`src/ifp_pkg.sv`:
```
package ifp_pkg;

    // Register indices; the bus byte address is index * 4
    localparam logic [7:0] PRIO_HIGH_IDX  = 8'hb9;
    localparam logic [7:0] PRIO_LOW_IDX   = 8'ha9;
    localparam logic [7:0] FLAGS_FOUR_IDX = 8'hc0;
    localparam logic [7:0] FLAGS_FIVE_IDX = 8'he8;
    localparam logic [7:0] REQ_LO_IDX     = 8'hf0;
    localparam logic [7:0] ACTIVE_IDX     = 8'hf1;
    localparam int         ADDR_W         = 10;

    // Flag positions in the fourth flag register
    localparam int SLEEP_TIMER_POS  = 7;
    localparam int PORT_ZERO_POS    = 5;
    localparam int TIMER_FOUR_POS   = 4;
    localparam int TIMER_THREE_POS  = 3;
    localparam int TIMER_TWO_POS    = 2;
    localparam int TIMER_ONE_POS    = 1;
    localparam int TRANSFER_DONE_POS = 0;
    // Flag positions in the fifth flag register
    localparam int WATCHDOG_POS     = 4;
    localparam int PORT_ONE_POS     = 3;
    localparam int SER_ONE_TX_POS   = 2;
    localparam int SER_ZERO_TX_POS  = 1;
    localparam int PORT_TWO_POS     = 0;

    // Reset values and writable masks
    localparam logic [7:0] FLAGS_FOUR_RST  = 8'h00;
    localparam logic [7:0] FLAGS_FIVE_RST  = 8'h00;
    localparam logic [7:0] PRIO_RST        = 8'h00;
    localparam logic [7:0] FLAGS_FOUR_MASK = 8'hbf;
    localparam logic [7:0] FLAGS_FIVE_MASK = 8'h1f;
    localparam logic [7:0] PRIO_MASK       = 8'h3f;

    localparam int NUM_SRC    = 18;
    localparam int NUM_GROUPS = 6;
    localparam int SRC_W      = 5;
    localparam logic [SRC_W-1:0] NO_SRC = 5'h1f;

    // Interrupt number to priority group
    localparam logic [2:0] SRC_GROUP [NUM_SRC] = '{
        3'h0, 3'h1, 3'h2, 3'h3, 3'h4, 3'h5, 3'h1, 3'h2, 3'h0,
        3'h1, 3'h2, 3'h3, 3'h4, 3'h5, 3'h3, 3'h4, 3'h0, 3'h5};

    // Polling order, earliest first
    localparam logic [SRC_W-1:0] POLL_ORDER [NUM_SRC] = '{
        5'h00, 5'h10, 5'h08, 5'h01, 5'h09, 5'h02, 5'h0a, 5'h03, 5'h0b,
        5'h04, 5'h0c, 5'h05, 5'h0d, 5'h06, 5'h07, 5'h0e, 5'h0f, 5'h11};

    // Interrupt numbers of the sources whose flags live here
    localparam logic [SRC_W-1:0] SRC_TRANSFER_DONE = 5'h08;
    localparam logic [SRC_W-1:0] SRC_TIMER_ONE     = 5'h09;
    localparam logic [SRC_W-1:0] SRC_TIMER_TWO     = 5'h0a;
    localparam logic [SRC_W-1:0] SRC_TIMER_THREE   = 5'h0b;
    localparam logic [SRC_W-1:0] SRC_TIMER_FOUR    = 5'h0c;

    typedef enum logic [2:0] {
        IFP_IDLE = 3'b001,
        IFP_RSP  = 3'b010,
        IFP_DONE = 3'b100
    } ifp_bus_state_t;

endpackage

```
`src/ifp_arb_if.sv`:
```
`timescale 1ns/100ps
`default_nettype none
interface ifp_arb_if;
    import ifp_pkg::*;
    logic [NUM_SRC-1:0]    req;
    logic [7:0]            prio_high;
    logic [7:0]            prio_low;
    logic [3:0]            active;
    logic                  win_valid;
    logic [SRC_W-1:0]      win_src;
    logic [1:0]            win_level;
    modport ctrl (output req, output prio_high, output prio_low, output active,
                  input win_valid, input win_src, input win_level);
    modport arb  (input req, input prio_high, input prio_low, input active,
                  output win_valid, output win_src, output win_level);
endinterface
`default_nettype wire

```
`src/ifp_arbiter.sv`:
```
`timescale 1ns/100ps
`default_nettype none
module ifp_arbiter (
    ifp_arb_if.arb arb
);
    import ifp_pkg::*;

    logic [1:0]       grp_level [NUM_GROUPS];
    logic [1:0]       best_lvl  [NUM_SRC+1];
    logic [SRC_W-1:0] best_src  [NUM_SRC+1];
    logic             best_vld  [NUM_SRC+1];
    logic [3:0]       above;

    function automatic logic [3:0] level_mask(input logic [1:0] lvl);
        level_mask = 4'h0;
        for (int i = 0; i < 4; i++) begin
            if (2'(i) > lvl) begin
                level_mask[i] = 1'b1;
            end
        end
    endfunction

    genvar g;
    generate
        for (g = 0; g < NUM_GROUPS; g++) begin : g_grp
            assign grp_level[g] = {arb.prio_high[g], arb.prio_low[g]};
        end
    endgenerate

    // Only levels above the highest one in service may nest
    assign above = (arb.active == 4'h0) ? 4'hf :
                   arb.active[3] ? 4'h0 :
                   arb.active[2] ? level_mask(2'h2) :
                   arb.active[1] ? level_mask(2'h1) : level_mask(2'h0);

    assign best_lvl[0] = 2'h0;
    assign best_src[0] = NO_SRC;
    assign best_vld[0] = 1'b0;

    // Walk the polling order; strictly higher level replaces, so ties keep the earlier one
    generate
        for (g = 0; g < NUM_SRC; g++) begin : g_poll
            localparam logic [SRC_W-1:0] SRC = POLL_ORDER[g];
            wire [1:0] lvl  = grp_level[SRC_GROUP[SRC]];
            wire       cand = arb.req[SRC] && above[lvl];
            wire       take = cand && (!best_vld[g] || lvl > best_lvl[g]);
            assign best_vld[g+1] = best_vld[g] | cand;
            assign best_lvl[g+1] = take ? lvl : best_lvl[g];
            assign best_src[g+1] = take ? SRC : best_src[g];
        end
    endgenerate

    assign arb.win_valid = best_vld[NUM_SRC];
    assign arb.win_src   = best_src[NUM_SRC];
    assign arb.win_level = best_lvl[NUM_SRC];
endmodule
`default_nettype wire

```
`src/ifp_bus_slave.sv`:
```
`timescale 1ns/100ps
`default_nettype none
module ifp_bus_slave (
    input  wire logic                     sys_clk_i,
    input  wire logic                     nrst_i,
    input  wire logic                     read_i,
    input  wire logic                     write_i,
    output logic                          waitrequest_o,
    output logic                          rd_take_o,
    output logic                          wr_take_o
);
    import ifp_pkg::*;

    ifp_bus_state_t state_ff;
    ifp_bus_state_t nxt_state;

    // One wait cycle keeps read data a registered value
    always_comb begin
        nxt_state = state_ff;
        case (state_ff)
            IFP_IDLE: begin
                if (read_i || write_i) begin
                    nxt_state = IFP_RSP;
                end
            end
            IFP_RSP:  nxt_state = IFP_DONE;
            IFP_DONE: nxt_state = IFP_IDLE;
            default:  nxt_state = IFP_IDLE;
        endcase
    end

    always_ff @(posedge sys_clk_i) begin
        if (!nrst_i) begin
            state_ff <= IFP_IDLE;
        end else begin
            state_ff <= nxt_state;
        end
    end

    assign waitrequest_o = (read_i || write_i) && (state_ff != IFP_RSP);
    assign rd_take_o     = (state_ff == IFP_IDLE) && read_i;
    assign wr_take_o     = (state_ff == IFP_RSP) && write_i;
endmodule
`default_nettype wire

```
`src/ifp_top.sv`:
```
// Notes on behaviour
// - Sleep timer flag at bit 7 of flags four, reset 0, software read/write.
// - Port 0 flag at bit 5 of flags four; bit 6 unused, reads 0.
// - Timer 4 flag bit 4 set by timer 4, cleared on vectoring.
// - Timer 3 flag bit 3 set by timer 3, cleared on vectoring.
// - Timer 1 flag bit 1 set by timer 1, cleared on vectoring.
// - Timer 2 flag bit 2, cleared in hardware on vectoring.
// - DMA done flag at bit 0 of flags four, reset 0, read/write.
// - Watchdog flag at bit 4 of flags five; bits 7:5 unused.
// - Port 1 flag at bit 3 of flags five, reset 0, read/write.
// - Serial one transmit flag at bit 2 of flags five, reset 0.
// - Serial zero transmit flag at bit 1 of flags five, reset 0.
// - Port 2 flag at bit 0 of flags five, reset 0, read/write.
// - A flag reads 1 when pending, 0 when not.
// - Six priority groups, level from matching bits of both priority registers.
// - Each group takes one of four levels shared by its sources.
// - Service in progress is preempted only by a strictly higher level.
// - Simultaneous same-level requests resolved by fixed polling order.
// - High priority register bits 5:0 per group, reset 0, bits 7:6 unused.
// - Low priority register bits 5:0 per group, reset 0.
// - Group level is high bit over low bit, 3 highest.
// - Group membership of the eighteen sources is fixed.
// - Polling order 0,16,8,1,9,2,10,3,11,4,12,5,13,6,7,14,15,17.
`timescale 1ns/100ps
`default_nettype none
module ifp_top (
    input  wire logic                        sys_clk_i,
    input  wire logic                        nrst_i,
    input  wire logic [ifp_pkg::ADDR_W-1:0]  address_i,
    input  wire logic                        read_i,
    input  wire logic                        write_i,
    input  wire logic [31:0]                 writedata_i,
    input  wire logic [3:0]                  byteenable_i,
    output logic      [31:0]                 readdata_o,
    output logic                             waitrequest_o,
    input  wire logic                        sleep_timer_evt_i,
    input  wire logic                        port_zero_evt_i,
    input  wire logic                        timer_four_evt_i,
    input  wire logic                        timer_three_evt_i,
    input  wire logic                        timer_two_evt_i,
    input  wire logic                        timer_one_evt_i,
    input  wire logic                        transfer_done_evt_i,
    input  wire logic                        watchdog_evt_i,
    input  wire logic                        port_one_evt_i,
    input  wire logic                        serial_one_tx_evt_i,
    input  wire logic                        serial_zero_tx_evt_i,
    input  wire logic                        port_two_evt_i,
    input  wire logic [ifp_pkg::NUM_SRC-1:0] ext_req_i,
    input  wire logic                        int_enable_i,
    output logic                             irq_valid_o,
    output logic      [ifp_pkg::SRC_W-1:0]   irq_src_o,
    output logic      [1:0]                  irq_level_o,
    input  wire logic                        vector_ack_i,
    input  wire logic                        return_i
);
    import ifp_pkg::*;

    ifp_arb_if arb_bus ();

    logic [7:0]  flags_four_ff;
    logic [7:0]  flags_five_ff;
    logic [7:0]  prio_high_ff;
    logic [7:0]  prio_low_ff;
    logic [3:0]  active_ff;
    logic [31:0] readdata_ff;
    logic [7:0]  nxt_flags_four;
    logic [7:0]  nxt_flags_five;
    logic [3:0]  nxt_active;

    logic        rd_take;
    logic        wr_take;
    logic [ADDR_W-1:0] addr_hold_ff;
    wire  [7:0]  reg_idx = addr_hold_ff[ADDR_W-1:2];
    wire         lane0   = byteenable_i[0];
    wire  [7:0]  wdat    = writedata_i[7:0];

    function automatic logic hit(input logic [7:0] idx, input logic [7:0] want);
        hit = (idx == want);
    endfunction

    wire wr_four = wr_take && lane0 && hit(reg_idx, FLAGS_FOUR_IDX);
    wire wr_five = wr_take && lane0 && hit(reg_idx, FLAGS_FIVE_IDX);
    wire wr_high = wr_take && lane0 && hit(reg_idx, PRIO_HIGH_IDX);
    wire wr_low  = wr_take && lane0 && hit(reg_idx, PRIO_LOW_IDX);

    ifp_bus_slave u_slave (
        .sys_clk_i     (sys_clk_i),
        .nrst_i        (nrst_i),
        .read_i        (read_i),
        .write_i       (write_i),
        .waitrequest_o (waitrequest_o),
        .rd_take_o     (rd_take),
        .wr_take_o     (wr_take)
    );

    // Vector taken: which hardware-cleared flag goes away
    wire       vec      = vector_ack_i && irq_valid_o;
    wire [4:0] vec_src  = irq_src_o;
    wire clr_t4  = vec && (vec_src == SRC_TIMER_FOUR);
    wire clr_t3  = vec && (vec_src == SRC_TIMER_THREE);
    wire clr_t2  = vec && (vec_src == SRC_TIMER_TWO);
    wire clr_t1  = vec && (vec_src == SRC_TIMER_ONE);

    // Write first, then hardware clears, then events; an event always wins
    always_comb begin
        nxt_flags_four = flags_four_ff;
        nxt_flags_five = flags_five_ff;
        if (wr_four) begin
            nxt_flags_four = wdat & FLAGS_FOUR_MASK;
        end
        if (wr_five) begin
            nxt_flags_five = wdat & FLAGS_FIVE_MASK;
        end
        if (clr_t4) begin
            nxt_flags_four[TIMER_FOUR_POS] = 1'b0;
        end
        if (clr_t3) begin
            nxt_flags_four[TIMER_THREE_POS] = 1'b0;
        end
        if (clr_t2) begin
            nxt_flags_four[TIMER_TWO_POS] = 1'b0;
        end
        if (clr_t1) begin
            nxt_flags_four[TIMER_ONE_POS] = 1'b0;
        end
        nxt_flags_four[SLEEP_TIMER_POS]   = nxt_flags_four[SLEEP_TIMER_POS]   | sleep_timer_evt_i;
        nxt_flags_four[PORT_ZERO_POS]     = nxt_flags_four[PORT_ZERO_POS]     | port_zero_evt_i;
        nxt_flags_four[TIMER_FOUR_POS]    = nxt_flags_four[TIMER_FOUR_POS]    | timer_four_evt_i;
        nxt_flags_four[TIMER_THREE_POS]   = nxt_flags_four[TIMER_THREE_POS]   | timer_three_evt_i;
        nxt_flags_four[TIMER_TWO_POS]     = nxt_flags_four[TIMER_TWO_POS]     | timer_two_evt_i;
        nxt_flags_four[TIMER_ONE_POS]     = nxt_flags_four[TIMER_ONE_POS]     | timer_one_evt_i;
        nxt_flags_four[TRANSFER_DONE_POS] = nxt_flags_four[TRANSFER_DONE_POS] | transfer_done_evt_i;
        nxt_flags_five[WATCHDOG_POS]      = nxt_flags_five[WATCHDOG_POS]      | watchdog_evt_i;
        nxt_flags_five[PORT_ONE_POS]      = nxt_flags_five[PORT_ONE_POS]      | port_one_evt_i;
        nxt_flags_five[SER_ONE_TX_POS]    = nxt_flags_five[SER_ONE_TX_POS]    | serial_one_tx_evt_i;
        nxt_flags_five[SER_ZERO_TX_POS]   = nxt_flags_five[SER_ZERO_TX_POS]   | serial_zero_tx_evt_i;
        nxt_flags_five[PORT_TWO_POS]      = nxt_flags_five[PORT_TWO_POS]      | port_two_evt_i;
    end

    // In-service levels: set on vectoring, highest dropped on return
    always_comb begin
        nxt_active = active_ff;
        if (return_i) begin
            if (active_ff[3]) begin
                nxt_active[3] = 1'b0;
            end else if (active_ff[2]) begin
                nxt_active[2] = 1'b0;
            end else if (active_ff[1]) begin
                nxt_active[1] = 1'b0;
            end else begin
                nxt_active[0] = 1'b0;
            end
        end
        if (vec) begin
            nxt_active[irq_level_o] = 1'b1;
        end
    end

    always_ff @(posedge sys_clk_i) begin
        if (!nrst_i) begin
            flags_four_ff <= FLAGS_FOUR_RST;
            flags_five_ff <= FLAGS_FIVE_RST;
            active_ff     <= 4'h0;
        end else begin
            flags_four_ff <= nxt_flags_four;
            flags_five_ff <= nxt_flags_five;
            active_ff     <= nxt_active;
        end
    end

    always_ff @(posedge sys_clk_i) begin
        if (!nrst_i) begin
            prio_high_ff <= PRIO_RST;
            prio_low_ff  <= PRIO_RST;
        end else begin
            if (wr_high) begin
                prio_high_ff <= wdat & PRIO_MASK;
            end
            if (wr_low) begin
                prio_low_ff <= wdat & PRIO_MASK;
            end
        end
    end

    // Address held from the first cycle of the access
    always_ff @(posedge sys_clk_i) begin
        if (!nrst_i) begin
            addr_hold_ff <= '0;
        end else if (rd_take || (write_i && !wr_take)) begin
            addr_hold_ff <= address_i;
        end
    end

    // Read mux; unmapped addresses read zero
    wire [7:0] rd_idx = address_i[ADDR_W-1:2];
    wire [7:0] rd_val = hit(rd_idx, FLAGS_FOUR_IDX) ? flags_four_ff :
                        hit(rd_idx, FLAGS_FIVE_IDX) ? flags_five_ff :
                        hit(rd_idx, PRIO_HIGH_IDX)  ? prio_high_ff :
                        hit(rd_idx, PRIO_LOW_IDX)   ? prio_low_ff :
                        hit(rd_idx, ACTIVE_IDX)     ? {4'h0, active_ff} : 8'h00;
    wire [7:0] req_hi = hit(rd_idx, REQ_LO_IDX) ? arb_bus.req[7:0] : 8'h00;

    always_ff @(posedge sys_clk_i) begin
        if (!nrst_i) begin
            readdata_ff <= 32'h0000_0000;
        end else if (rd_take) begin
            readdata_ff <= {24'h00_0000, rd_val | req_hi};
        end
    end
    assign readdata_o = readdata_ff;

    // Pending sources: own flags at their interrupt numbers, others from outside
    always_comb begin
        arb_bus.req = ext_req_i & {NUM_SRC{int_enable_i}};
        arb_bus.req[SRC_TRANSFER_DONE] = flags_four_ff[TRANSFER_DONE_POS] && int_enable_i;
        arb_bus.req[SRC_TIMER_ONE]     = flags_four_ff[TIMER_ONE_POS] && int_enable_i;
        arb_bus.req[SRC_TIMER_TWO]     = flags_four_ff[TIMER_TWO_POS] && int_enable_i;
        arb_bus.req[SRC_TIMER_THREE]   = flags_four_ff[TIMER_THREE_POS] && int_enable_i;
        arb_bus.req[SRC_TIMER_FOUR]    = flags_four_ff[TIMER_FOUR_POS] && int_enable_i;
    end
    assign arb_bus.prio_high = prio_high_ff;
    assign arb_bus.prio_low  = prio_low_ff;
    assign arb_bus.active    = active_ff;

    ifp_arbiter u_arb (
        .arb (arb_bus)
    );

    assign irq_valid_o = arb_bus.win_valid;
    assign irq_src_o   = arb_bus.win_src;
    assign irq_level_o = arb_bus.win_level;
endmodule
`default_nettype wire

```
`config.mk`:
```
export PLATFORM = sky130hd
export DESIGN_NAME = ifp_top
export DESIGN_NICKNAME = d
export VERILOG_FILES = /design/src/ifp_pkg.sv /design/src/ifp_arb_if.sv /design/src/ifp_arbiter.sv /design/src/ifp_bus_slave.sv /design/src/ifp_top.sv
export SDC_FILE = /design/constraint.sdc
export NUM_CORES = 1
export LEC_CHECK = 0
export BUFFER_PORTS_ARGS = -buffer_cell sky130_fd_sc_hd__buf_4
export CORE_ASPECT_RATIO = 1.75
export CORE_MARGIN = 2
export CORE_UTILIZATION = 30
export CTS_CLUSTER_DIAMETER = 50
export DETAILED_ROUTE_END_ITERATION = 7
export PLACE_DENSITY_LB_ADDON = 0.12
export SLEW_MARGIN = 10
export SYNTH_ARGS = -nofsm -noshare
export SYNTH_HDL_FRONTEND = slang
export SYNTH_SLANG_ARGS = --single-unit
```
`constraint.sdc`:
```
create_clock -name sys_clk_i -period 36 [get_ports sys_clk_i]
set_clock_uncertainty 0.2 [all_clocks]
set_input_delay 7.2 -clock sys_clk_i [delete_from_list [all_inputs] [get_ports sys_clk_i]]
set_output_delay 7.2 -clock sys_clk_i [all_outputs]
set_load 0.01 [all_outputs]
```
-- Word-level counts from Yosys, hierarchy flattened
Cells that the tools add are included.
W data, S select, Z words.
- muxes and demuxes: 73
- $lt $le $gt $ge: 25
- reduce and logical (&&, ||, !) cells: 93
- equality and inequality tests: 18
- bitwise gates (word level): 32
- operators by type and width (cell ; count):
    $mux W5 ; 19
    $eq A8 B8 Y1 const B ; 10
    $logic_and A1 B1 Y1 ; 55
    $mux W2 ; 20
    $gt A2 B2 Y1 ; 17
    $or A1 B1 Y1 ; 29
    $mux W4 ; 6
    $mux W8 ; 3
    $lt A2 B3 Y1 const B ; 7
    $eq A5 B4 Y1 const B ; 4
    $logic_or A1 B1 Y1 ; 19
    $and A18 B18 Y18 ; 1
    $logic_not A1 Y1 ; 18
    $mux W6 ; 3
    $bmux W1 S2 ; 6
    $mux W1 ; 12
    $or A8 B8 Y8 ; 1
    $mux W3 ; 2
    $pmux W3 S2 ; 1
    $logic_not A4 Y1 ; 1
    $or A4 B4 Y4 ; 1
    $eq A3 B1 Y1 const B ; 1
    $eq A3 B2 Y1 const B ; 1
    $ne A3 B2 Y1 const B ; 1
    3 further kinds ; 3
- logic and storage cells: 249
- input port bits: 83
- flip-flop bits (word level): 49

-- Longest topological paths before layout
Gate-level depths: netlist (run 1).
- depth in word-level cells: 82
- gate-level depth with buffers: 105
- gate-level depth less buffers: 104

-- Hierarchy
A second synthesis (run 1) with hierarchy kept.
- cells, all modules: 586
- area, all modules: 4663.2 sq um
- modules (own cells, without submodules) (module ; times used ; area an instance (sq um) ; cells each):
    ifp_top ; 1 ; 2533.7 ; 270
    ifp_arbiter ; 1 ; 2003.2 ; 301
    ifp_bus_slave ; 1 ; 126.4 ; 15

-- Worst setup path after synthesis (run 1)
OpenSTA, ideal clock, no wires.
- path kind: input port to output port
- start: input port int_enable_i
- end: output port irq_level_o[0]
- data arrival time: 25.011 ns
- buffers on the path: 1
- setup slack: 3.589 ns
- stages: 102
- cell sequence: nor2b_2 > buf_6 > o21ai_4 > or2_2 > nor2_1 > ha_1 > nor2_1 > maj3_2 > nor4_2 > o21ai_0 > o31ai_1 > ha_1 > nor2_1 > maj3_1 > nor4_1 > o32ai_1 > mux2_2 > ha_1 > [... 66 more ...] > nor2_1 > a41o_1 > a221oi_2 > nor2_1 > ha_1 > nor2_1 > o2111ai_1 > a21oi_1 > nand2_1 > o31ai_1 > ha_1 > nor2_1 > maj3_1 > o21bai_1 > a21oi_1 > a21oi_1 > o31ai_2 > nor2b_1
- cells in the longest elaborated chain, start to end: 71
- elaborated cells between the ends (all ways): 126
- RTL lines (item ; RTL line ; RTL):
    start, declared ; ifp_top.sv:49 ; input wire logic int_enable_i,
    $and A18 B18 Y18 ; ifp_top.sv:214 ; arb_bus.req = ext_req_i & {NUM_SRC{int_enable_i}};
    $logic_and A1 B1 Y1 ; ifp_arbiter.sv:45 ; wire cand = arb.req[SRC] && above[lvl];
    $mux W2 ; ifp_arbiter.sv:48 ; assign best_lvl[g+1] = take ? lvl : best_lvl[g];
    $gt A2 B2 Y1 ; ifp_arbiter.sv:46 ; wire take = cand && (!best_vld[g] || lvl > best_lvl[g]);
    $logic_or A1 B1 Y1 ; ifp_arbiter.sv:46 ;
    $logic_and A1 B1 Y1 ; ifp_arbiter.sv:46 ;
    $mux W2 ; ifp_arbiter.sv:48 ;
    $gt A2 B2 Y1 ; ifp_arbiter.sv:46 ;
    [... 55 more ...] ; -- ;
    $gt A2 B2 Y1 ; ifp_arbiter.sv:46 ;
    $logic_or A1 B1 Y1 ; ifp_arbiter.sv:46 ;
    $logic_and A1 B1 Y1 ; ifp_arbiter.sv:46 ;
    $mux W2 ; ifp_arbiter.sv:48 ;
    $gt A2 B2 Y1 ; ifp_arbiter.sv:46 ;
    $logic_or A1 B1 Y1 ; ifp_arbiter.sv:46 ;
    $logic_and A1 B1 Y1 ; ifp_arbiter.sv:46 ;
    $mux W2 (*) ; ifp_arbiter.sv:48 ;
    end, declared ; ifp_top.sv:52 ; output logic [1:0] irq_level_o,
Mark *: on every way between the ends. The rest lies on a longest branch, timed or not.

-- Final worst setup path (run 1)
- start: input port int_enable_i
- end: output port irq_src_o[1] (netlist name)
- cells in the longest elaborated chain, start to end: 71
- elaborated cells between the ends (all ways): 143
- RTL lines (item ; RTL line ; RTL):
    $and A18 B18 Y18 ; ifp_top.sv:214 ;
    $logic_and A1 B1 Y1 ; ifp_arbiter.sv:45 ;
    $mux W2 ; ifp_arbiter.sv:48 ;
    $gt A2 B2 Y1 ; ifp_arbiter.sv:46 ;
    $logic_or A1 B1 Y1 ; ifp_arbiter.sv:46 ;
    $logic_and A1 B1 Y1 ; ifp_arbiter.sv:46 ;
    $mux W2 ; ifp_arbiter.sv:48 ;
    $gt A2 B2 Y1 ; ifp_arbiter.sv:46 ;
    [... 55 more ...] ; -- ;
    $gt A2 B2 Y1 ; ifp_arbiter.sv:46 ;
    $logic_or A1 B1 Y1 ; ifp_arbiter.sv:46 ;
    $logic_and A1 B1 Y1 ; ifp_arbiter.sv:46 ;
    $mux W2 ; ifp_arbiter.sv:48 ;
    $gt A2 B2 Y1 ; ifp_arbiter.sv:46 ;
    $logic_or A1 B1 Y1 ; ifp_arbiter.sv:46 ;
    $logic_and A1 B1 Y1 ; ifp_arbiter.sv:46 ;
    $mux W5 (*) ; ifp_arbiter.sv:49 ; assign best_src[g+1] = take ? SRC : best_src[g];
    end, declared ; ifp_top.sv:51 ; output logic [ifp_pkg::SRC_W-1:0] irq_src_o,
Marks and branches as above.

==> impl_metrics.tcl, run 1 <==
set metrics [dict create \
    outcome "finished clean" \
    clock_tree.buffer_depth 2 \
    gp_congestion 0.9333 \
    endpoint_kind "output port" \
    maxSlewViolCount 0 \
    cts_tree "done" \
    cts_buffers 5 \
    worst_pin_slew_ns 1.041 \
    seqCellArea_um2 940.9 \
    syn_to_final_growth_pct 18.17 \
    totalWireLength_mm 17.54 \
    synth_simple_gate_area_share_pct 25.82 \
    critPathKind "input pin to output port" \
    grtUsageTotal_pct 20.69 \
    max-slew-margin-rel_pct 30.03 \
    clock-sinks 47 \
    synth_area_per_cell_um2 7.714 \
    grt_max_degree 37 \
    synth_area_um2 4628 \
    diodes 0 \
    core_area_um2 15240 \
    numPortBuffers 64 \
    synth_top_family_by_area "compound AO/OA/AOI/OAI gates" \
    fmax_ghz 0.02877 \
    synthCells 600 \
    cp-start-kind "input pin" \
    period_share_pct 96.56 \
    n_fill_cell 1632 \
    seq_area_frac_synth_pct 20.33 \
    p_per_area_nw_per_um2 38.97 \
    async_reset_ff_share_pct 0 \
    cp.arrival_ns 27.36 \
    grt_pass1_vias 4807 \
    grt_first_pass_wirelength_mm 26.78 \
    postLayoutSetupSlackWorst_ns 1.238 \
    clock-root-buffer "clkbuf_16" \
    htree_levels 2 \
    worst_ep_required_time_ns 28.60 \
    fp.dieW_um 97.89 \
    synthXorXnorAreaFrac_pct 0 \
    synth_edf_count 0 \
    synth-seq-cells 47 \
    drv_cap 0 \
    grt_overflow_total 0 \
    critPathMaxStageDelay_ns 0.42 \
    antenna_found_initial 0 \
    crit_top_cell "nor2_1" \
    drtIter0Drc 255 \
    setup_viol 0 \
    num_vias 4889 \
    wl_per_cell_um 20.76 \
    synth_top_flop_cell "dfxtp_1" \
    multi_input_area_um2 3475 \
    post-dp-hpwl_mm 14.22 \
    final_nets 757 \
    synth_cell_type_count 98 \
    ys_warn_count 0 \
    min_path_type "register to register" \
    place_ws_ns 0.09012 \
    final-hold-violation-count 0 \
    synth_mux_area_share_pct 7.705 \
    die_y_um 168.3 \
    initial_core_util_pct 30.37 \
    vdd_drop_max_mv 0.03397 \
    drc 0 \
    top_level_ports 124 \
    drtPass1Iterations 5 \
    drive_gt1_share_pct 22.76 \
    period_minus_slack_ns 34.76 \
    synth-adder-area-share_pct 5.218 \
    crit_path_max_fanout 7 \
    holdBufCountCts 0 \
    critical-path-slowest-cell "mux2_2" \
    clk_latency_ns 0.29 \
    cp_num_buf_inv 4 \
    rows 60 \
    ant_nets 0 \
    p_leak_uw 0.002300 \
    die-area_um2 16480 \
    clkSlewWorstSetupHoldPaths_ns 0.06 \
    cpLargestDelayFamily "compound AO/OA/AOI/OAI gates" \
    viasPerCell 5.786 \
    hold_ws_ns 0.2836 \
    synth_compound_area_share_pct 31.93 \
]
[state kept, by name (all words and copies together) (netlist names)]
register	flops
flags_four_ff	7
active_ff	4
addr_hold_ff	8
arb_bus.prio_low	6
flags_five_ff	5
readdata_o	8
u_slave.state_ff	3
arb_bus.prio_high	6
[cell families after synthesis]
| family | count (synthesis) |
|---|---|
| simple gates | 227 |
| fa+ha+maj | 20 |
| flops | 47 |
| other cells | 1 |
| buf+inv | 78 |
| mux | 35 |
| compound gates | 192 |
[repair_timing]
action / 4_1_cts / 5_1_grt
endpoints found under the setup margin: 0 / 7
gates resized for setup: 0 / 24
buffers inserted: 0 / 5
[worst register-to-register path, delay by kind of cell, from the launching register on]
kind,cells,cell delay (ns)
compound gates,42,8.04
simple gates,37,5.69
fa+ha+maj,19,5.44
mux,3,1.16
flops,1,0.70
buf+inv,1,0.16
[layout make-up]
cell class / instances / share of cell area, %
multi-input cells: 498 / 63.53
repair buffers: 75 / 10.30
well taps: 186 / 4.255
clock buffers: 6 / 2.356
inverters: 31 / 2.128
flip-flops and latches: 47 / 17.20
clock inverters: 2 / 0.2288
[metrics by stage]
| stage | setup TNS, ns | total power, uW | cell area (um^2) | cells | utilization [%] |
|---|---|---|---|---|---|
| final | 0 | 213.2 | 5469 | 845 | 35.89 |
| after global routing | -0.2023 | 225.5 | 5469 | 845 | 35.89 |
| after global placement | 0 | 161.5 | 5176 | 832 | 33.97 |
| after CTS | 0 | 208.9 | 5318 | 840 | 34.89 |
| after detailed placement | 0 | 162.1 | 5176 | 832 | 33.97 |
| after floorplan | 0 | 129.5 | 4715 | 623 | - |
[cell usage in the layout, fill, tap and decap left out, types with 4 or more instances in the layout]
| cell | synthesis | routed |
|---|---|---|
| nand4_1 | 9 | 9 |
| o21ai_0 | 21 | 19 |
| mux2i_1 | 30 | 29 |
| a21boi_0 | 4 | 4 |
| a32oi_1 | 5 | 5 |
| a211oi_1 | 5 | 5 |
| a21oi_2 | 1 | 6 |
| a22oi_1 | 7 | 7 |
| nor2b_1 | 5 | 5 |
| nand2b_1 | 11 | 11 |
| o21ai_1 | 4 | 6 |
| mux2_2 | 5 | 5 |
| nand3_1 | 12 | 12 |
| a31oi_1 | 13 | 13 |
| inv_1 | 31 | 31 |
| dfxtp_1 | 47 | 47 |
| nor2_2 | 1 | 6 |
| or3_1 | 4 | 4 |
| a21oi_1 | 39 | 34 |
| or2_2 | 7 | 7 |
| and3_1 | 9 | 9 |
| buf_4 | 25 | 75 |
| nor4_1 | 6 | 5 |
| clkbuf_16 | 0 | 5 |
| a21o_1 | 9 | 9 |
| ha_1 | 16 | 16 |
| nand2_1 | 32 | 32 |
| nor3_1 | 18 | 17 |
| conb_1 | 1 | 24 |
| nor2_1 | 83 | 78 |
| a22o_1 | 4 | 4 |
[layer usage]
metal / vias up / wire length (um) / track usage (%)
li1: 2331 / - / -
met5: - / 0 / 0
met4: 0 / 1029 / 11.96
met1: 2328 / 6222 / 20.92
met2: 178 / 9602 / 39.90
met3: 52 / 683 / 2.325
[cells in the mapped netlist (4+ instances only)]
cell type / count / area, um^2
o31ai_1: 4 / 30.03
nor3_1: 18 / 90.09
buf_4: 25 / 187.7
a22o_1: 4 / 35.03
nor2b_1: 5 / 31.28
a31oi_1: 13 / 81.33
nand2_1: 32 / 120.1
mux2_2: 5 / 56.30
a21o_1: 9 / 67.56
inv_1: 31 / 116.4
o21ai_1: 4 / 20.02
nand4_1: 9 / 56.30
nand3_1: 12 / 60.06
clkbuf_1: 15 / 56.30
a211oi_1: 5 / 37.54
o21bai_1: 4 / 30.03
or2_2: 7 / 43.79
o32ai_1: 4 / 35.03
and3_1: 9 / 56.30
nand2b_1: 11 / 68.82
o21ai_0: 21 / 105.1
dfxtp_1: 47 / 940.9
a21boi_0: 4 / 30.03
nor4_1: 6 / 37.54
a22oi_1: 7 / 52.55
nor2_1: 83 / 311.6
ha_1: 16 / 200.2
mux2i_1: 30 / 300.3
a21oi_1: 39 / 195.2
or3_1: 4 / 25.02
a32oi_1: 5 / 43.79
[worst paths after layout]
path                               startpoint          endpoint  slack (ns)  cells past startpoint
worst min register to register  readdata_o[6]     readdata_o[6]        0.28                      2
worst min-delay path            readdata_o[6]     readdata_o[6]        0.28                      2
worst max register to register   active_ff[2]  flags_four_ff[3]       14.46                    102
worst max-delay path             int_enable_i      irq_src_o[1]        1.24                    104
[power breakdown]
part / total (uW) / switching, uW / internal, uW
sequential: 59.4 / 3.82 / 55.6
combinational: 108 / 64.4 / 43.3
clock: 46.1 / 20.4 / 25.7
Power figures use the tool's default switching activity.
==> inputs of run 2 (changes only) <==
--- a/config.mk
+++ b/config.mk
@@ -15,4 +15,5 @@
 export SLEW_MARGIN = 10
 export SYNTH_ARGS = -nofsm -noshare
 export SYNTH_HDL_FRONTEND = slang
+export SYNTH_HIERARCHICAL = 1
 export SYNTH_SLANG_ARGS = --single-unit
==> run 2 against run 1 <==
Effect of this change: register-to-register slack improved by 0.14 ns; critical path type unchanged; highest routed layer unchanged; area after synthesis increased by 0.76%; count of clock-buffer cells in the layout unchanged; critical path depth increased by 5.
==> impl_metrics.tcl, run 2 <==
set metrics [dict create \
    antenna_found_initial 0 \
    critPathMaxStageDelay_ns 0.47 \
    synth_area_um2 4663 \
    finalPower_uw 382.3 \
    hold_ws_ns 0.3215 \
    synth_area_per_cell_um2 7.958 \
    die-area_um2 16600 \
    synth_common_cells "nand2_1, nor2_1, dfxtp_1" \
    htree_levels 2 \
    gp_congestion 0.8969 \
    outcome "finished clean" \
    async_reset_ff_share_pct 0 \
    setup_viol 0 \
    clkSlewWorstSetupHoldPaths_ns 0.06 \
    sw_frac_of_total_pct 48.48 \
    synth_area_leaders "dfxtp_1, ha_1, nor2b_1" \
    post-dp-hpwl_mm 12.52 \
    num_vias 4600 \
    maxSlewViolCount 0 \
    synth-seq-cells 47 \
    p_switching_uw 185.4 \
    numPortBuffers 64 \
    grtUsageTotal_pct 18.50 \
    grt_first_pass_wirelength_mm 24.43 \
    yosysTopAreaCell "dfxtp_1" \
    grt_pass1_vias 4569 \
    top_level_ports 124 \
    cts_buffers 5 \
    p_leak_uw 0.002232 \
    endpoint_kind "output port" \
    totalWireLength_mm 15.54 \
    critPathKind "input pin to output port" \
    cp-start-kind "input pin" \
    drv_cap 0 \
    clk_latency_ns 0.29 \
    min_path_type "register to register" \
    final_nets 747 \
    syn_to_final_growth_pct 17.41 \
    drtIter0Drc 174 \
    diodes 0 \
    synthCells 586 \
    cts_tree "done" \
    worst_pin_slew_ns 1.019 \
    layout_commonest_cell "buf_4" \
    place_ws_ns 0.5648 \
    final_cell_mix "buf_4, nand2_1, dfxtp_1, nor2_1, nor2b_1" \
    cp.arrival_ns 27.13 \
    seqPwrFrac_pct 16.5 \
    holdBufCountCts 0 \
    instances_no_fill 832 \
    grt_overflow_total 0 \
    synth_cell_type_count 86 \
    viasPerCell 5.529 \
    wl_per_cell_um 18.67 \
    die_y_um 168.9 \
    finalInstanceArea_um2 5475 \
    rows 60 \
    grt_max_degree 46 \
    period_minus_slack_ns 34.53 \
    core_area_um2 15310 \
    drtPass1Iterations 5 \
    drc 0 \
    drive_gt1_share_pct 23.37 \
    worst_ep_required_time_ns 28.60 \
    clock-sinks 47 \
    ant_nets 0 \
    critical-path-slowest-cell "o41ai_2" \
    period_share_pct 95.91 \
    seq_area_frac_synth_pct 20.18 \
    fp.dieW_um 98.25 \
    final-hold-violation-count 0 \
    synth_top_cell_area_share_pct 20.18 \
    fmax_ghz 0.02896 \
    synth_edf_count 0 \
    p_per_area_nw_per_um2 69.83 \
    clock-root-buffer "clkbuf_16" \
    initial_core_util_pct 30.45 \
    synthMostInstantiatedCell "nand2_1" \
    synth_top_flop_cell "dfxtp_1" \
    clock_tree.buffer_depth 2 \
    dp.cells 821 \
    placed_area_um2 5234 \
    crit_path_max_fanout 18 \
    p_comb_share_pct 71.3 \
    p_clk_share_pct 12.2 \
    max-slew-margin-rel_pct 31.07 \
    vdd_drop_max_mv 0.03169 \
    ys_warn_count 6 \
    postLayoutSetupSlackWorst_ns 1.472 \
    internal-power_uw 197.0 \
]
run 2: changes by cell type after synthesis, moves of 9 or more:
cell     previous run  this run
mux2_2              5        14
a21oi_1            39        30
and2_1              3        25
nor3_1             18         9
inv_1              31        17
nor2b_1             5        34
o21a_1              2        16
nor2_1             83        49
mux2i_1            30        21
nand2_1            32        51
nand3_1            12        22
run 2: cells by family after synthesis:
group	share of synthesized area (%)
simple gates	30.51
compound gates	27.50
buf+inv	7.486
flops	20.18
mux	9.418
fa+ha+maj	4.830
other cells	0.08042
run 2: path summary, 6_finish.rpt:
kind	from	to	slack, ns	depth (start not counted)
max reg2reg	active_ff[2]	flags_four_ff[3]	14.60	110
max	int_enable_i	irq_level_o[0]	1.47	109
min reg2reg	u_slave/state_ff[1]	u_slave/state_ff[2]	0.32	2
min	u_slave/state_ff[1]	u_slave/state_ff[2]	0.32	2
run 2: power by group through the flow:
stage / Clock, uW / Sequential [uW] / Combinational [uW]
global placement: 0 / 64.0 / 257
finish: 46.5 / 63.1 / 273
CTS: 48.5 / 63.0 / 260
floorplan: 0 / 61.2 / 176
detailed placement: 0 / 64.2 / 259
global route: 49.7 / 63.7 / 296
run 2: what timing repair did:
action / 4_1_cts / 5_1_grt
gates resized for setup: 0 / 18
setup buffers: 0 / 4
endpoints found under the setup margin: 0 / 7
run 2: area by class of cell:
cell class	instances	area [um^2]
Fill cell	1686	9839
Multi-Input combinational cell	500	3538
Sequential cell	47	940.9
Timing Repair Buffer	73	548.0
Tap cell	186	232.7
Clock buffer	6	138.9
Inverter	19	71.32
Clock inverter	1	5.005
run 2: routing by layer:
metal	track usage (%)	wire, um	up-vias
met2	37.82	8861	123
li1	-	-	2233
met1	18.46	5581	2211
met4	7.981	632	0
met3	1.528	459	33
met5	0	0	-
run 2: per-stage QoR:
step             TNS, ns  util, %
6_report               0    35.75
3_5_place_dp           0    34.17
4_1_cts                0    35.11
5_1_grt        -0.003343    35.75
2_1_floorplan          0        -
3_3_place_gp           0    34.17
run 2: worst max-delay path: cells and delay by family:
family                     cells  cell delay, ns
buffers and inverters          7            0.96
muxes                          6            2.02
adders and majority gates     15            4.00
AOI/OAI and AO/OA             46            8.01
and+or+nand+nor               35            4.93
==> inputs of run 3 (changes only) <==
--- a/config.mk
+++ b/config.mk
@@ -5,12 +5,12 @@
 export SDC_FILE = /design/constraint.sdc
 export NUM_CORES = 1
 export LEC_CHECK = 0
-export BUFFER_PORTS_ARGS = -buffer_cell sky130_fd_sc_hd__buf_4
-export CORE_ASPECT_RATIO = 1.75
+export CORE_ASPECT_RATIO = 0.7
 export CORE_MARGIN = 2
 export CORE_UTILIZATION = 30
 export CTS_CLUSTER_DIAMETER = 50
 export DETAILED_ROUTE_END_ITERATION = 7
+export DONT_BUFFER_PORTS = 1
 export PLACE_DENSITY_LB_ADDON = 0.12
 export SLEW_MARGIN = 10
 export SYNTH_ARGS = -nofsm -noshare
==> run 3 against run 2 <==
Effect of this change: critical path depth down 2; combinational power decreased by 7%; sequential share of layout area is 1.5 points higher; utilization down 2.9 points; sequential power fell by 1%; non-clock buffer count fell by 59; cell count fell by 5.4%; flip-flop and latch count stayed put; design area fell by 7.8%; worst hold slack improved by 0.010 ns; critical path type unchanged; global-route usage up 0.27 points; first-iteration DRC count increased by 53%.
==> impl_metrics.tcl, run 3 (synthesized netlist as in run 2, its figures left out) <==
set metrics [dict create \
    outcome "finished clean" \
    min_to "u_slave/state_ff[2]" \
    fp.dieW_um 153.0 \
    placed_area_um2 4795 \
    worst_pin_slew_ns 0.9305 \
    clock_tree.buffer_depth 2 \
    tns_ns 0 \
    syn_to_final_growth_pct 8.264 \
    setup_viol 0 \
    grt_pass1_vias 4041 \
    critical-path-slowest-cell "or3_4" \
    clkSlewWorstSetupHoldPaths_ns 0.06 \
    antenna_found_initial 0 \
    period_share_pct 95.62 \
    grtUsageTotal_pct 18.76 \
    viasPerCell 5.588 \
    diodes 0 \
    die_y_um 108.3 \
    rows 38 \
    totalWireLength_mm 15.62 \
    clock-root-buffer "clkbuf_16" \
    maxSlewViolCount 0 \
    cp-start-kind "input pin" \
    drtPass1Iterations 5 \
    period_minus_slack_ns 34.42 \
    drc 0 \
    final_cell_mix "nand2_1, dfxtp_1, nor2_1, nor2b_1" \
    layout_commonest_cell "nand2_1" \
    rr_startpoint "active_ff[2]" \
    min_path_type "register to register" \
    vdd_drop_max_mv 0.02628 \
    dp.cells 775 \
    worstHoldStart "u_slave/state_ff[1]" \
    num_vias 4398 \
    endpoint_kind "output port" \
    critPathMaxStageDelay_ns 0.44 \
    top_level_ports 124 \
    die-area_um2 16570 \
    finalPower_uw 364.5 \
    post-dp-hpwl_mm 12.42 \
    core_area_um2 15360 \
    p_per_area_nw_per_um2 72.20 \
    p_clk_share_pct 12.9 \
    r2r_cells 112 \
    grt_first_pass_wirelength_mm 24.03 \
    clk_latency_ns 0.29 \
    finalInstanceArea_um2 5049 \
    worstHoldPathCells 2 \
    seqPwrFrac_pct 17.1 \
    internal-power_uw 181.6 \
    cts_buffers 5 \
    p_leak_uw 0.001941 \
    instances_no_fill 787 \
    grt_max_degree 46 \
    htree_levels 2 \
    place_ws_ns 0.8645 \
    gp_congestion 0.8932 \
    wl_per_cell_um 19.85 \
    n_fill_cell 1641 \
    critPathKind "input pin to output port" \
    numPortBuffers 0 \
    final-hold-violation-count 0 \
    seqCellArea_um2 940.9 \
    drtIter0Drc 267 \
    clock-sinks 47 \
    p_switching_uw 182.9 \
    max-slew-margin-rel_pct 37.39 \
    r2r_slack_ns 14.28 \
    p_comb_share_pct 70.1 \
    crit_path_max_fanout 8 \
    crit_top_cell "ha_1" \
    final_nets 688 \
    grt_overflow_total 0 \
    worst_ep_required_time_ns 28.60 \
    cp.arrival_ns 27.02 \
    rsz0062_at_grt "false" \
    cts_tree "done" \
    multi_input_area_um2 3537 \
    initial_core_util_pct 30.36 \
    rr_endpoint "flags_four_ff[3]" \
    drv_cap 0 \
    fmax_ghz 0.02905 \
    sw_frac_of_total_pct 50.18 \
    ant_nets 0 \
    drive_gt1_share_pct 16.01 \
    postLayoutSetupSlackWorst_ns 1.577 \
]
-- run 3: cell count changes in the layout (fill, tap and decap cells not counted), sizes merged --
| cell | before | now |
|---|---|---|
| buf | 73 | 14 |
-- run 3: worst max-delay path by stage --
stage                             from              to  slack [ns]  cells after the start
after floorplan           int_enable_i  irq_level_o[0]        3.33                    106
after detailed placement  ext_req_i[0]  irq_level_o[0]        0.86                    108
after global routing      ext_req_i[0]  irq_level_o[0]        0.04                    109
after global placement    ext_req_i[0]  irq_level_o[0]        0.80                    108
after CTS                 ext_req_i[0]  irq_level_o[0]        0.78                    108
final                     ext_req_i[0]    irq_src_o[3]        1.58                    107
-- run 3: layout make-up --
class | count | area share (%)
Clock inverter | 1 | 0.09913
Timing Repair Buffer | 14 | 2.082
Multi-Input combinational cell | 500 | 70.06
Inverter | 19 | 1.413
Sequential cell | 47 | 18.64
Tap cell | 200 | 4.957
Clock buffer | 6 | 2.751
-- run 3: stage by stage --
| stage | hold WS [ns] | utilization [%] |
|---|---|---|
| 2_1_floorplan | 0.2792 | - |
| 3_3_place_gp | 0.3088 | 31.22 |
| 3_5_place_dp | 0.3184 | 31.22 |
| 4_1_cts | 0.3308 | 32.16 |
| 5_1_grt | 0.3733 | 32.87 |
| 6_report | 0.3320 | 32.87 |
-- run 3: power groups by stage --
| stage | Clock (uW) | Combinational, uW | Sequential (uW) |
|---|---|---|---|
| 2_1_floorplan | 0 | 176 | 61.2 |
| 3_3_place_gp | 0 | 234 | 63.2 |
| 3_5_place_dp | 0 | 235 | 63.3 |
| 4_1_cts | 48.2 | 236 | 62.2 |
| 5_1_grt | 51.0 | 279 | 63.0 |
| 6_report | 46.9 | 255 | 62.2 |
-- run 3: layer usage --
| metal | vias up | global-route usage (%) | part of all wire (%) |
|---|---|---|---|
| met4 | 0 | 1.984 | 0.56 |
| met5 | - | 0 | 0 |
| met2 | 153 | 26.04 | 39 |
| met1 | 2123 | 30.18 | 55 |
| met3 | 10 | 3.447 | 6.0 |
| li1 | 2112 | - | - |
-- run 3: timing repair --
| item | 4_1_cts | 5_1_grt |
|---|---|---|
| setup buffers | 0 | 5 |
| endpoints found under the setup margin | 0 | 7 |
| hold buffers | 0 | 0 |
| hold endpoints to repair | 0 | 0 |
| gates resized for setup | 0 | 19 |
-- run 3: critical path, delay by kind of cell --
family / cells / cell delay (ns)
multiplexers: 6 / 1.97
AND/OR/NAND/NOR: 35 / 4.82
adder cells (fa/ha/maj): 15 / 4.03
AO/OA/AOI/OAI: 45 / 8.19
buffers and inverters: 6 / 0.81
